## src/design/hhdr_pkg.sv

```systemverilog
package hhdr_pkg;
  // Other-speed configuration descriptor
  localparam logic [7:0]  OSC_LEN         = 8'h09;
  localparam logic [7:0]  OSC_TYPE        = 8'h07;
  localparam logic [15:0] TOTAL_LEN_STT   = 16'h0019;
  localparam logic [15:0] TOTAL_LEN_MTT   = 16'h0029;
  localparam logic [7:0]  NUM_IF_STT      = 8'h01;
  localparam logic [7:0]  NUM_IF_MTT      = 8'h02;
  localparam logic [7:0]  CFG_VALUE       = 8'h01;
  localparam logic [7:0]  CFG_STR_IDX     = 8'h00;
  localparam logic [7:0]  ATTR_BUS        = 8'hA0;
  localparam logic [7:0]  ATTR_SELF       = 8'hE0;
  // Interface descriptor
  localparam logic [7:0]  IF_LEN          = 8'h09;
  localparam logic [7:0]  IF_TYPE         = 8'h04;
  localparam logic [7:0]  IF_NUMBER       = 8'h00;
  localparam logic [7:0]  IF_ALT_STT      = 8'h00;
  localparam logic [7:0]  IF_ALT_MTT      = 8'h01;
  localparam logic [7:0]  IF_NUM_EP       = 8'h01;
  localparam logic [7:0]  IF_CLASS        = 8'h09;
  localparam logic [7:0]  IF_SUBCLASS     = 8'h00;
  localparam logic [7:0]  IF_PROTO_ONE    = 8'h00;
  localparam logic [7:0]  IF_PROTO_TWO    = 8'h01;
  localparam logic [7:0]  IF_PROTO_MTT    = 8'h02;
  localparam logic [7:0]  IF_STR_IDX      = 8'h00;
  // Status-change endpoint descriptor
  localparam logic [7:0]  EP_LEN          = 8'h07;
  localparam logic [7:0]  EP_TYPE         = 8'h05;
  localparam logic [7:0]  EP_ADDR         = 8'h81;
  localparam logic [7:0]  EP_ATTR         = 8'h03;
  localparam logic [15:0] EP_MAX_PKT      = 16'h0001;
  localparam logic [7:0]  EP_INTERVAL     = 8'h0C;
  // Layout of the stream: cfg 0..8, if 9..17, ep 18..24, mtt if 25..33, mtt ep 34..40
  localparam logic [5:0]  OFS_IF_STT      = 6'h09;
  localparam logic [5:0]  OFS_EP_STT      = 6'h12;
  localparam logic [5:0]  OFS_IF_MTT      = 6'h19;
  localparam logic [5:0]  OFS_EP_MTT      = 6'h22;
  localparam logic [5:0]  OFS_END         = 6'h29;
  // Register map, word aligned byte addresses
  localparam logic [3:0]  REG_CTRL        = 4'h0;
  localparam logic [3:0]  REG_POWER       = 4'h4;
  localparam logic [3:0]  REG_STATUS      = 4'h8;
  localparam logic [3:0]  REG_DATA        = 4'hC;
  localparam logic [7:0]  MAXP_BUS_RST    = 8'h32;
  localparam logic [7:0]  MAXP_SELF_RST   = 8'h01;
  localparam logic [31:0] UNMAPPED_VALUE  = 32'h0000_0000;
endpackage : hhdr_pkg

```

## src/design/hhdr_byte_rom.sv

```systemverilog
`timescale 1ns/10ps
module hhdr_byte_rom (
  input  wire logic [5:0] idx,
  input  wire logic       self_pwr,
  input  wire logic       mtt,
  input  wire logic [7:0] maxp_bus,
  input  wire logic [7:0] maxp_self,
  output logic [7:0]      data
);
  function automatic logic [7:0] lsb_first(input logic [15:0] v, input logic hi);
    lsb_first = hi ? v[15:8] : v[7:0];
  endfunction : lsb_first

  wire logic [15:0] total_len = mtt ? hhdr_pkg::TOTAL_LEN_MTT : hhdr_pkg::TOTAL_LEN_STT;
  wire logic [7:0]  num_if    = mtt ? hhdr_pkg::NUM_IF_MTT : hhdr_pkg::NUM_IF_STT;
  wire logic [7:0]  attr      = self_pwr ? hhdr_pkg::ATTR_SELF : hhdr_pkg::ATTR_BUS;
  wire logic [7:0]  maxp      = self_pwr ? maxp_self : maxp_bus;
  wire logic [7:0]  proto_stt = (num_if == hhdr_pkg::NUM_IF_MTT) ? hhdr_pkg::IF_PROTO_TWO
                                                                  : hhdr_pkg::IF_PROTO_ONE;
  wire logic        in_mtt    = idx >= hhdr_pkg::OFS_IF_MTT;
  wire logic [5:0]  rel_if    = in_mtt ? idx - hhdr_pkg::OFS_IF_MTT : idx - hhdr_pkg::OFS_IF_STT;
  wire logic [5:0]  rel_ep    = in_mtt ? idx - hhdr_pkg::OFS_EP_MTT : idx - hhdr_pkg::OFS_EP_STT;
  wire logic        is_ep     = in_mtt ? idx >= hhdr_pkg::OFS_EP_MTT : idx >= hhdr_pkg::OFS_EP_STT;

  always_comb begin
    data = 8'h00;
    if (idx < hhdr_pkg::OFS_IF_STT) begin
      case (idx[3:0])
        4'h0: data = hhdr_pkg::OSC_LEN;
        4'h1: data = hhdr_pkg::OSC_TYPE;
        4'h2: data = lsb_first(total_len, 1'b0);
        4'h3: data = lsb_first(total_len, 1'b1);
        4'h4: data = num_if;
        4'h5: data = hhdr_pkg::CFG_VALUE;
        4'h6: data = hhdr_pkg::CFG_STR_IDX;
        4'h7: data = attr;
        4'h8: data = maxp;
        default: data = 8'h00;
      endcase
    end else if (idx >= hhdr_pkg::OFS_END) begin
      data = 8'h00;
    end else if (is_ep) begin
      case (rel_ep[2:0])
        3'h0: data = hhdr_pkg::EP_LEN;
        3'h1: data = hhdr_pkg::EP_TYPE;
        3'h2: data = hhdr_pkg::EP_ADDR;
        3'h3: data = hhdr_pkg::EP_ATTR;
        3'h4: data = lsb_first(hhdr_pkg::EP_MAX_PKT, 1'b0);
        3'h5: data = lsb_first(hhdr_pkg::EP_MAX_PKT, 1'b1);
        3'h6: data = hhdr_pkg::EP_INTERVAL;
        default: data = 8'h00;
      endcase
    end else begin
      case (rel_if[3:0])
        4'h0: data = hhdr_pkg::IF_LEN;
        4'h1: data = hhdr_pkg::IF_TYPE;
        4'h2: data = hhdr_pkg::IF_NUMBER;
        4'h3: data = in_mtt ? hhdr_pkg::IF_ALT_MTT : hhdr_pkg::IF_ALT_STT;
        4'h4: data = hhdr_pkg::IF_NUM_EP;
        4'h5: data = hhdr_pkg::IF_CLASS;
        4'h6: data = hhdr_pkg::IF_SUBCLASS;
        4'h7: data = in_mtt ? hhdr_pkg::IF_PROTO_MTT : proto_stt;
        4'h8: data = hhdr_pkg::IF_STR_IDX;
        default: data = 8'h00;
      endcase
    end
  end
endmodule : hhdr_byte_rom

```

## src/design/hhdr_cfg_sync.sv

```systemverilog
`timescale 1ns/10ps
module hhdr_cfg_sync (
  input  wire logic core_clk,
  input  wire logic rst_n,
  input  wire logic pin_in,
  output logic      level_r
);
  logic [2:0] sync_r;

  // Three stages; the level moves only when stages two and three agree
  always_ff @(posedge core_clk or negedge rst_n) begin
    if (!rst_n) begin
      sync_r  <= 3'h0;
      level_r <= 1'b0;
    end else begin
      sync_r  <= {sync_r[1:0], pin_in};
      if (sync_r[1] == sync_r[2]) begin
        level_r <= sync_r[2];
      end
    end
  end
endmodule : hhdr_cfg_sync

```

## src/design/hhdr_desc_rom.sv

```systemverilog
// Local design decisions: the Avalon-MM register port and the register offsets.
`timescale 1ns/10ps
// How it works
// - Configuration value byte at offset five reads 01h.
// - Configuration string index reads 00h.
// - Attributes read A0h for bus power, E0h for self power, nothing else.
// - Remote wake-up bit always set in attributes.
// - Max power byte counts 2 mA units of VBUS draw.
// - Max power follows the power source select: bus value at 0, self at 1.
// - Both max power values come from loaded configuration data.
// - Single-TT interface: 09h, 04h, 00h, 00h, one endpoint, class 09h, subclass 00h.
// - Single-TT protocol 00h with one interface, 01h with two.
// - Every interface string index reads 00h.
// - Endpoint descriptors: length 07h, type 05h, address 81h.
// - Endpoint attributes 03h, interrupt, no synchronisation.
// - Endpoint max packet size 0001h in both descriptor sets.
// - Endpoint polling interval 0Ch in both descriptor sets.
// - Multi-TT interface: alternate 01h, class 09h, subclass 00h, protocol 02h, one endpoint.
// - Multi-TT descriptors returned only when multi-translator is enabled.
// - Each interface reports exactly one endpoint besides endpoint zero.
// - Total length 0019h with multi-translator off, 0029h with it on.
module hhdr_desc_rom (
  input  wire logic        core_clk,
  input  wire logic        rst_n,
  input  wire logic        power_source_pin,
  input  wire logic [3:0]  avs_address,
  input  wire logic        avs_read,
  input  wire logic        avs_write,
  input  wire logic [31:0] avs_writedata,
  input  wire logic [3:0]  avs_byteenable,
  output logic [31:0]      avs_readdata,
  output logic             avs_waitrequest,
  output logic             power_source_select,
  output logic             multi_translator_enable
);
  logic        ctrl_mtt_r;
  logic        ctrl_self_r;
  logic        ctrl_use_pin_r;
  logic [7:0]  max_power_bus_mode_r;
  logic [7:0]  max_power_self_mode_r;
  logic [5:0]  rd_idx_r;
  logic [5:0]  rd_idx_nxt;
  logic [31:0] avs_readdata_r;
  logic        ack_r;
  logic        avs_waitrequest_r;
  logic        power_source_select_r;
  logic        multi_translator_enable_r;
  logic        pin_level;
  logic [7:0]  rom_byte;

  wire logic       req       = (avs_read | avs_write) & ~ack_r;
  wire logic       wr_ctrl   = req & avs_write & (avs_address == hhdr_pkg::REG_CTRL) & avs_byteenable[0];
  wire logic       wr_power  = req & avs_write & (avs_address == hhdr_pkg::REG_POWER);
  wire logic       rd_data   = req & avs_read & (avs_address == hhdr_pkg::REG_DATA);
  wire logic       wr_data   = req & avs_write & (avs_address == hhdr_pkg::REG_DATA) & avs_byteenable[0];
  wire logic       self_sel  = ctrl_use_pin_r ? pin_level : ctrl_self_r;
  wire logic [5:0] stream_end = multi_translator_enable_r ? hhdr_pkg::OFS_END : hhdr_pkg::OFS_IF_MTT;

  hhdr_cfg_sync hhdr_cfg_sync_i (
    .core_clk (core_clk),
    .rst_n    (rst_n),
    .pin_in   (power_source_pin),
    .level_r  (pin_level)
  );

  hhdr_byte_rom hhdr_byte_rom_i (
    .idx       (rd_idx_r),
    .self_pwr  (power_source_select_r),
    .mtt       (multi_translator_enable_r),
    .maxp_bus  (max_power_bus_mode_r),
    .maxp_self (max_power_self_mode_r),
    .data      (rom_byte)
  );

  always_comb begin
    rd_idx_nxt = rd_idx_r;
    if (wr_data) begin
      rd_idx_nxt = avs_writedata[5:0];
    end else if (rd_data && rd_idx_r < stream_end) begin
      rd_idx_nxt = rd_idx_r + 6'h01;
    end
  end

  // Readback mux; bit 8 flags the end of the stream
  wire logic [31:0] rd_mux =
    (avs_address == hhdr_pkg::REG_CTRL)   ? {29'h0, ctrl_use_pin_r, ctrl_self_r, ctrl_mtt_r} :
    (avs_address == hhdr_pkg::REG_POWER)  ? {16'h0, max_power_self_mode_r, max_power_bus_mode_r} :
    (avs_address == hhdr_pkg::REG_STATUS) ? {24'h0, 2'h0, rd_idx_r} :
    (avs_address == hhdr_pkg::REG_DATA)   ? {23'h0, rd_idx_r >= stream_end,
                                             (rd_idx_r >= stream_end) ? 8'h00 : rom_byte} :
                                            hhdr_pkg::UNMAPPED_VALUE;

  // One wait cycle, answer on the second edge
  always_ff @(posedge core_clk or negedge rst_n) begin
    if (!rst_n) begin
      ack_r             <= 1'b0;
      avs_waitrequest_r <= 1'b1;
      avs_readdata_r    <= 32'h0000_0000;
    end else begin
      ack_r             <= req;
      // Own flop so the port comes straight from a register
      avs_waitrequest_r <= ~req;
      avs_readdata_r    <= req ? rd_mux : avs_readdata_r;
    end
  end

  always_ff @(posedge core_clk or negedge rst_n) begin
    if (!rst_n) begin
      max_power_bus_mode_r  <= hhdr_pkg::MAXP_BUS_RST;
      max_power_self_mode_r <= hhdr_pkg::MAXP_SELF_RST;
    end else if (wr_power) begin
      if (avs_byteenable[0]) max_power_bus_mode_r  <= avs_writedata[7:0];
      if (avs_byteenable[1]) max_power_self_mode_r <= avs_writedata[15:8];
    end
  end

  always_ff @(posedge core_clk or negedge rst_n) begin
    if (!rst_n) begin
      ctrl_mtt_r     <= 1'b0;
      ctrl_self_r    <= 1'b0;
      ctrl_use_pin_r <= 1'b0;
    end else if (wr_ctrl) begin
      ctrl_mtt_r     <= avs_writedata[0];
      ctrl_self_r    <= avs_writedata[1];
      ctrl_use_pin_r <= avs_writedata[2];
    end
  end

  // mode registers feed length and content
  always_ff @(posedge core_clk or negedge rst_n) begin
    if (!rst_n) begin
      power_source_select_r     <= 1'b0;
      multi_translator_enable_r <= 1'b0;
      rd_idx_r                  <= 6'h00;
    end else begin
      power_source_select_r     <= self_sel;
      multi_translator_enable_r <= ctrl_mtt_r;
      rd_idx_r                  <= rd_idx_nxt;
    end
  end

  assign avs_readdata            = avs_readdata_r;
  assign avs_waitrequest         = avs_waitrequest_r;
  assign power_source_select     = power_source_select_r;
  assign multi_translator_enable = multi_translator_enable_r;

  // Assertions on the byte stream, the max power register loads and the bus handshake
  wire logic [5:0] idx_q = rd_idx_r;
  wire logic [7:0] b     = rom_byte;

  a_cfg_value_byte: assert property (@(posedge core_clk) disable iff (!rst_n)
    idx_q == 6'h05 |-> b == 8'h01) else $error("config value byte wrong");
  a_cfg_string_idx: assert property (@(posedge core_clk) disable iff (!rst_n)
    idx_q == 6'h06 |-> b == 8'h00) else $error("config string index wrong");
  a_attr_power_map: assert property (@(posedge core_clk) disable iff (!rst_n)
    idx_q == 6'h07 |-> b == (power_source_select_r ? 8'hE0 : 8'hA0)) else $error("attributes wrong");
  a_attr_remote_wake: assert property (@(posedge core_clk) disable iff (!rst_n)
    idx_q == 6'h07 |-> b[5] && b[7]) else $error("remote wake bit missing");
  a_maxp_follows_mode: assert property (@(posedge core_clk) disable iff (!rst_n)
    idx_q == 6'h08 |-> b == (power_source_select_r ? max_power_self_mode_r : max_power_bus_mode_r))
    else $error("max power does not follow mode");
  a_maxp_load_taken: assert property (@(posedge core_clk) disable iff (!rst_n)
    wr_power && avs_byteenable[0] |=> max_power_bus_mode_r == $past(avs_writedata[7:0]))
    else $error("max power load lost");
  a_stt_protocol: assert property (@(posedge core_clk) disable iff (!rst_n)
    idx_q == 6'h10 |-> b == (multi_translator_enable_r ? 8'h01 : 8'h00)) else $error("protocol wrong");
  a_ep_address: assert property (@(posedge core_clk) disable iff (!rst_n)
    idx_q == 6'h14 || idx_q == 6'h24 |-> b == 8'h81) else $error("endpoint address wrong");
  a_ep_interval: assert property (@(posedge core_clk) disable iff (!rst_n)
    idx_q == 6'h18 || idx_q == 6'h28 |-> b == 8'h0C) else $error("interval wrong");
  a_mtt_alt_set: assert property (@(posedge core_clk) disable iff (!rst_n)
    idx_q == 6'h1C |-> b == 8'h01) else $error("multi alt setting wrong");
  a_mtt_gated: assert property (@(posedge core_clk) disable iff (!rst_n)
    rd_data && !multi_translator_enable_r && idx_q == 6'h19 |=> rd_idx_r == 6'h19)
    else $error("multi descriptors leaked");
  a_total_len_low: assert property (@(posedge core_clk) disable iff (!rst_n)
    idx_q == 6'h02 |-> b == (multi_translator_enable_r ? 8'h29 : 8'h19)) else $error("total length wrong");
  a_bus_answer: assert property (@(posedge core_clk) disable iff (!rst_n)
    req ##1 (avs_read | avs_write) |-> !avs_waitrequest) else $error("bus answer late");
  a_wait_one_cycle: assert property (@(posedge core_clk) disable iff (!rst_n)
    req |=> !avs_waitrequest) else $error("waitrequest not lowered");
  a_stt_if_type: assert property (@(posedge core_clk) disable iff (!rst_n)
    idx_q == 6'h0A |-> b == 8'h04) else $error("interface type wrong");
  a_stt_alt_zero: assert property (@(posedge core_clk) disable iff (!rst_n)
    idx_q == 6'h0C |-> b == 8'h00) else $error("single alt setting wrong");
  a_if_class_code: assert property (@(posedge core_clk) disable iff (!rst_n)
    idx_q == 6'h0E || idx_q == 6'h1E |-> b == 8'h09) else $error("interface class wrong");
  a_if_string_idx: assert property (@(posedge core_clk) disable iff (!rst_n)
    idx_q == 6'h11 || idx_q == 6'h21 |-> b == 8'h00) else $error("interface string index wrong");
  a_ep_length: assert property (@(posedge core_clk) disable iff (!rst_n)
    idx_q == 6'h12 || idx_q == 6'h22 |-> b == 8'h07) else $error("endpoint length wrong");
  a_ep_attributes: assert property (@(posedge core_clk) disable iff (!rst_n)
    idx_q == 6'h15 || idx_q == 6'h25 |-> b == 8'h03) else $error("endpoint attributes wrong");
  a_ep_max_packet: assert property (@(posedge core_clk) disable iff (!rst_n)
    idx_q == 6'h16 || idx_q == 6'h26 |-> b == 8'h01) else $error("endpoint packet size wrong");
  a_mtt_protocol: assert property (@(posedge core_clk) disable iff (!rst_n)
    idx_q == 6'h20 |-> b == 8'h02) else $error("multi protocol wrong");
  a_if_one_endpoint: assert property (@(posedge core_clk) disable iff (!rst_n)
    idx_q == 6'h0D || idx_q == 6'h1D |-> b == 8'h01) else $error("endpoint count wrong");
  a_low_byte_first: assert property (@(posedge core_clk) disable iff (!rst_n)
    idx_q == 6'h03 || idx_q == 6'h17 || idx_q == 6'h27 |-> b == 8'h00) else $error("high byte out of order");
  a_data_past_end: assert property (@(posedge core_clk) disable iff (!rst_n)
    rd_data && rd_idx_r >= stream_end |=> avs_readdata[8:0] == 9'h100) else $error("end flag missing");
  a_stream_stop_mtt: assert property (@(posedge core_clk) disable iff (!rst_n)
    rd_data && multi_translator_enable_r && rd_idx_r == 6'h29 |=> rd_idx_r == 6'h29)
    else $error("stream ran past end");
  a_maxp_self_load: assert property (@(posedge core_clk) disable iff (!rst_n)
    wr_power && avs_byteenable[1] |=> max_power_self_mode_r == $past(avs_writedata[15:8]))
    else $error("self max power load lost");
  a_maxp_lane_kept: assert property (@(posedge core_clk) disable iff (!rst_n)
    wr_power && !avs_byteenable[0] |=> max_power_bus_mode_r == $past(max_power_bus_mode_r))
    else $error("bus max power lane overwritten");

  c_read_stream: cover property (@(posedge core_clk) disable iff (!rst_n) rd_data && rd_idx_r == 6'h28);
  c_self_mode:   cover property (@(posedge core_clk) disable iff (!rst_n) power_source_select_r && idx_q == 6'h08);
  c_stt_end:     cover property (@(posedge core_clk) disable iff (!rst_n) rd_data && rd_idx_r == 6'h19);
  c_strap_self:  cover property (@(posedge core_clk) disable iff (!rst_n) ctrl_use_pin_r && power_source_select_r);
  c_mtt_length:  cover property (@(posedge core_clk) disable iff (!rst_n)
    rd_data && multi_translator_enable_r && rd_idx_r == 6'h02);
endmodule : hhdr_desc_rom

```

## config.mk

```make
export PLATFORM = sky130hd
export DESIGN_NAME = hhdr_desc_rom
export DESIGN_NICKNAME = d
export VERILOG_FILES = /design/src/design/hhdr_pkg.sv /design/src/design/hhdr_byte_rom.sv /design/src/design/hhdr_cfg_sync.sv /design/src/design/hhdr_desc_rom.sv
export SDC_FILE = /design/constraint.sdc
export NUM_CORES = 1
export LEC_CHECK = 0
export BUFFER_PORTS_ARGS = -buffer_cell sky130_fd_sc_hd__buf_4
export CORE_ASPECT_RATIO = 1.4
export CORE_MARGIN = 3
export CORE_UTILIZATION = 30
export CTS_BUF_LIST = sky130_fd_sc_hd__clkbuf_4 sky130_fd_sc_hd__clkbuf_8 sky130_fd_sc_hd__clkbuf_16
export DETAILED_ROUTE_END_ITERATION = 10
export MAX_ROUTING_LAYER = met4
export PLACE_DENSITY = 0.58
export REMOVE_ABC_BUFFERS = 1
export SLEW_MARGIN = 10
export SYNTH_ARGS = -nofsm -noshare
export SYNTH_HDL_FRONTEND = slang
export SYNTH_HIERARCHICAL = 1
export SYNTH_SLANG_ARGS = --single-unit
```

## constraint.sdc

```tcl
create_clock -name core_clk -period 2.6 [get_ports core_clk]
set_clock_uncertainty 0.15 [all_clocks]
set_input_delay 0.13 -clock core_clk [delete_from_list [all_inputs] [get_ports core_clk]]
set_output_delay 0.13 -clock core_clk [all_outputs]
set_load 0.005 [all_outputs]
```

==> flow_summary.json <==
{
  "outcome": "complete, no violations",
  "synth-warning-count": 6,
  "postCtsHoldBufs": 18,
  "fmaxAchievable_mhz": 417,
  "critPathKind": "reg2reg",
  "power.clock.fraction": 0.265,
  "synth_enable_flop_cells": 0,
  "placement_rows": 43,
  "numPlacedInstances": 502,
  "drv.max_cap_violation_count": 0,
  "die_w_um": 91.8,
  "route.detailed.vias_per_inst": 4.96,
  "final_antenna_net_count": 0,
  "via_count": 2620,
  "die_y_um": 126,
  "syn_to_final_growth_pct": 26.6,
  "coreArea_sq_mm": 0.0100,
  "cellLeakagePower_nw": 1.77,
  "power.density_cell_area_mw_per_mm2": 824,
  "grt_first_pass_wirelength_um": 13800,
  "wl_met2_um": 4220,
  "hold_path_depth": 4,
  "synth.avg_cell_area_sq_um": 9.52,
  "max_slew_margin": 0.468,
  "layout.cells.non_filler": 528,
  "final.fill_count": 1036,
  "worst-r2r-cell-count": 6,
  "synth_ff_type": "sky130_fd_sc_hd__dfrtp_1",
  "wl_per_cell_um": 16.0,
  "synthDominantAreaCellType": "sky130_fd_sc_hd__dfrtp_1",
  "post_synth_main_area_contributors": "sky130_fd_sc_hd__dfrtp_1, sky130_fd_sc_hd__mux2_2, sky130_fd_sc_hd__buf_4",
  "rr_startpoint": "idx_q[0]",
  "ports": 80,
  "path_max_fanout": 17,
  "fp.dieArea_sq_mm": 0.0116,
  "synthArstFlopShare": 1.00,
  "antennaDiodeCount": 0,
  "highest_layer": "met4",
  "hold_path.startpoint": "avs_address[1]",
  "synthDistinctLibCells": 62,
  "power.net_switching_mw": 1.21,
  "cp_data_arrival_time_ps": 2430,
  "switching_share_of_total_power": 0.375,
  "min_path_type": "in2reg",
  "worst_slew_pin_slew_ps": 792,
  "num-nets-final": 445,
  "setup.worst_path.end_class": "flop",
  "cp_cell_sequence": "inv_1, ha_1, o21ai_2, nor2_1, and4b_1, a211o_1",
  "synth.ff_latch_count": 49,
  "grt_start_max_net_pins": 50,
  "gp_routability_congestion": 0.872,
  "buffers_on_ports": 45,
  "rsz_0062_raised_after_global_routing": "no",
  "crit_path_max_incr_delay_ps": 790,
  "clk-insertion-delay-late_ps": 300,
  "regToRegEndpoint": "idx_q[2]",
  "clock_sink_count": 49,
  "most_frequently_used_cell_type_in_the_post_synthesis_netlist": "sky130_fd_sc_hd__dfrtp_1",
  "number_of_global_route_vias_before_repair": 2605,
  "drt-met1-wl_um": 3610,
  "synth.yosys.seq_area_share": 0.398,
  "crit_start": "idx_q[0]",
  "synth.cell_area_sq_mm": 0.00309,
  "cts_setup_buffers": 0,
  "clk_root_buffer_cell": "sky130_fd_sc_hd__clkbuf_16",
  "drive_gt1_frac": 0.290,
  "met3_wirelength_um": 312,
  "fin_setup_tns_ps": 0,
  "critical-path-slowest-cell": "sky130_fd_sc_hd__dfrtp_1",
  "ys_top_cells_by_count": "sky130_fd_sc_hd__dfrtp_1, sky130_fd_sc_hd__nand2_1, sky130_fd_sc_hd__nor2_1, sky130_fd_sc_hd__nand3_1",
  "cts_resized": 0,
  "grt_antenna_before_repair": 0,
  "cts_buffer_count": 5,
  "synth_top_cell_area_share": 0.356,
  "iteration_0_drc_markers": 165,
  "timing.final.crit_share": 0.921,
  "period_minus_slack_ps": 2400,
  "syn_inst": 325,
  "critical_path.startpoint_type": "flop",
  "initial_utilization": 0.309,
  "htree_levels": 2,
  "clkSlewWorstSetupHoldPaths_ps": 70,
  "p_seq_frac": 0.323,
  "grt_remaining_overflow": 0,
  "remaining_drc_errors": 0,
  "place_hpwl_um": 6300,
  "final_max_slew_viol_count": 0,
  "critPathBufInv": 1,
  "worstPathRequired_ps": 2640,
  "critical-path-top-delay-family": "flip-flops",
  "vdd.ir_drop.worst_mv": 0.583,
  "power.combinational.fraction": 0.412,
  "hold_end": "idx_q[2]",
  "timing.final.hold_violations": 0,
  "dr.pass1.iters": 4,
  "drt_wl_total_um": 8470,
  "timing.reg2reg.setup_slack_ps": 200,
  "grt_usage": 0.155,
  "setup_viol_count_final": 0,
  "internal-power_mw": 2.02,
  "tritoncts": "built",
  "clk_path_buf_depth": 2
}
how the worst max path moves through the flow:
stage | slack (ps) | depth (start not counted) | to
after global placement | 250 | 6 | idx_q[2]
after global routing | 50 | 6 | avs_readdata[2]
after detailed placement | 190 | 9 | avs_readdata[0]
after CTS | 170 | 9 | avs_readdata[0]
final | 200 | 6 | idx_q[2]
after floorplan | 280 | 8 | avs_readdata[2]
metal layers:
metal	global-route usage	vias to the layer above
met5	-	-
met4	0.0796	0
met3	0.0167	21
met2	0.248	80
met1	0.193	1270
li1	-	1249
state kept, by name (all words and copies together), names as in the netlist:
register and count:
avs_readdata 16, max_power_bus_mode_r 8, max_power_self_mode_r 8, idx_q 6, hhdr_cfg_sync_i/sync_r 3, ack_r 1
avs_waitrequest 1, ctrl_mtt_r 1, ctrl_self_r 1, ctrl_use_pin_r 1, hhdr_cfg_sync_i/level_r 1, multi_translator_enable 1
power_source_select 1
worst reg2reg max path, cell delays in order, from the launching register on:
cell	delay, ps
sky130_fd_sc_hd__dfrtp_1	790
sky130_fd_sc_hd__inv_1	170
sky130_fd_sc_hd__ha_1	270
sky130_fd_sc_hd__o21ai_2	300
sky130_fd_sc_hd__nor2_1	150
sky130_fd_sc_hd__and4b_1	230
sky130_fd_sc_hd__a211o_1	220
metrics by stage:
step	hold slack (ps)	power [mW]	cell area (sq um)	setup WS [ps]	util
global placement	31.3	2.34	3540	253	0.354
floorplan	-316	1.87	2930	283	-
detailed placement	38.8	2.36	3540	185	0.354
finish	199	3.23	3920	205	0.391
global route	227	3.41	3920	49.3	0.391
CTS	197	3.24	3920	172	0.391
power by group through the flow:
| stage | sequential (mW) | clock [mW] | combinational, mW |
|---|---|---|---|
| final | 1.04 | 0.855 | 1.33 |
| after global placement | 1.06 | 0 | 1.28 |
| after detailed placement | 1.06 | 0 | 1.30 |
| after global routing | 1.07 | 0.896 | 1.45 |
| after CTS | 1.04 | 0.875 | 1.33 |
| after floorplan | 1.08 | 0 | 0.793 |
kinds of logic after synthesis:
group / after synthesis / synth area share
AND/OR/NAND/NOR: 121 / 0.207
AO/OA/AOI/OAI: 63 / 0.140
flip-flops: 49 / 0.398
buffers and inverters: 44 / 0.0858
multiplexers: 31 / 0.110
adder cells (fa/ha/maj): 9 / 0.0360
XOR/XNOR: 7 / 0.0223
other: 1 / 0.00121
layout make-up:
class,count,area (sq um),share of cell area
repair buffers,77,623,0.159
multi-input cells,247,1650,0.422
well taps,135,169,0.0431
flip-flops and latches,49,1230,0.315
clock buffers,5,125,0.0320
clock inverters,3,68.8,0.0176
inverters,12,45.0,0.0115
placed cells by master (no fill, tap or decap), drive strengths merged, types with 8 or more instances in the layout:
cell         instances
dfrtp               44
conb                16
nor3                15
ha                   8
o21ai               19
a21oi               19
nor2                24
mux2                21
nand3               22
nand2               36
inv                 13
dlygate4sd3         18
buf                 59
mux2i               10
Power figures use the tool's default switching activity.
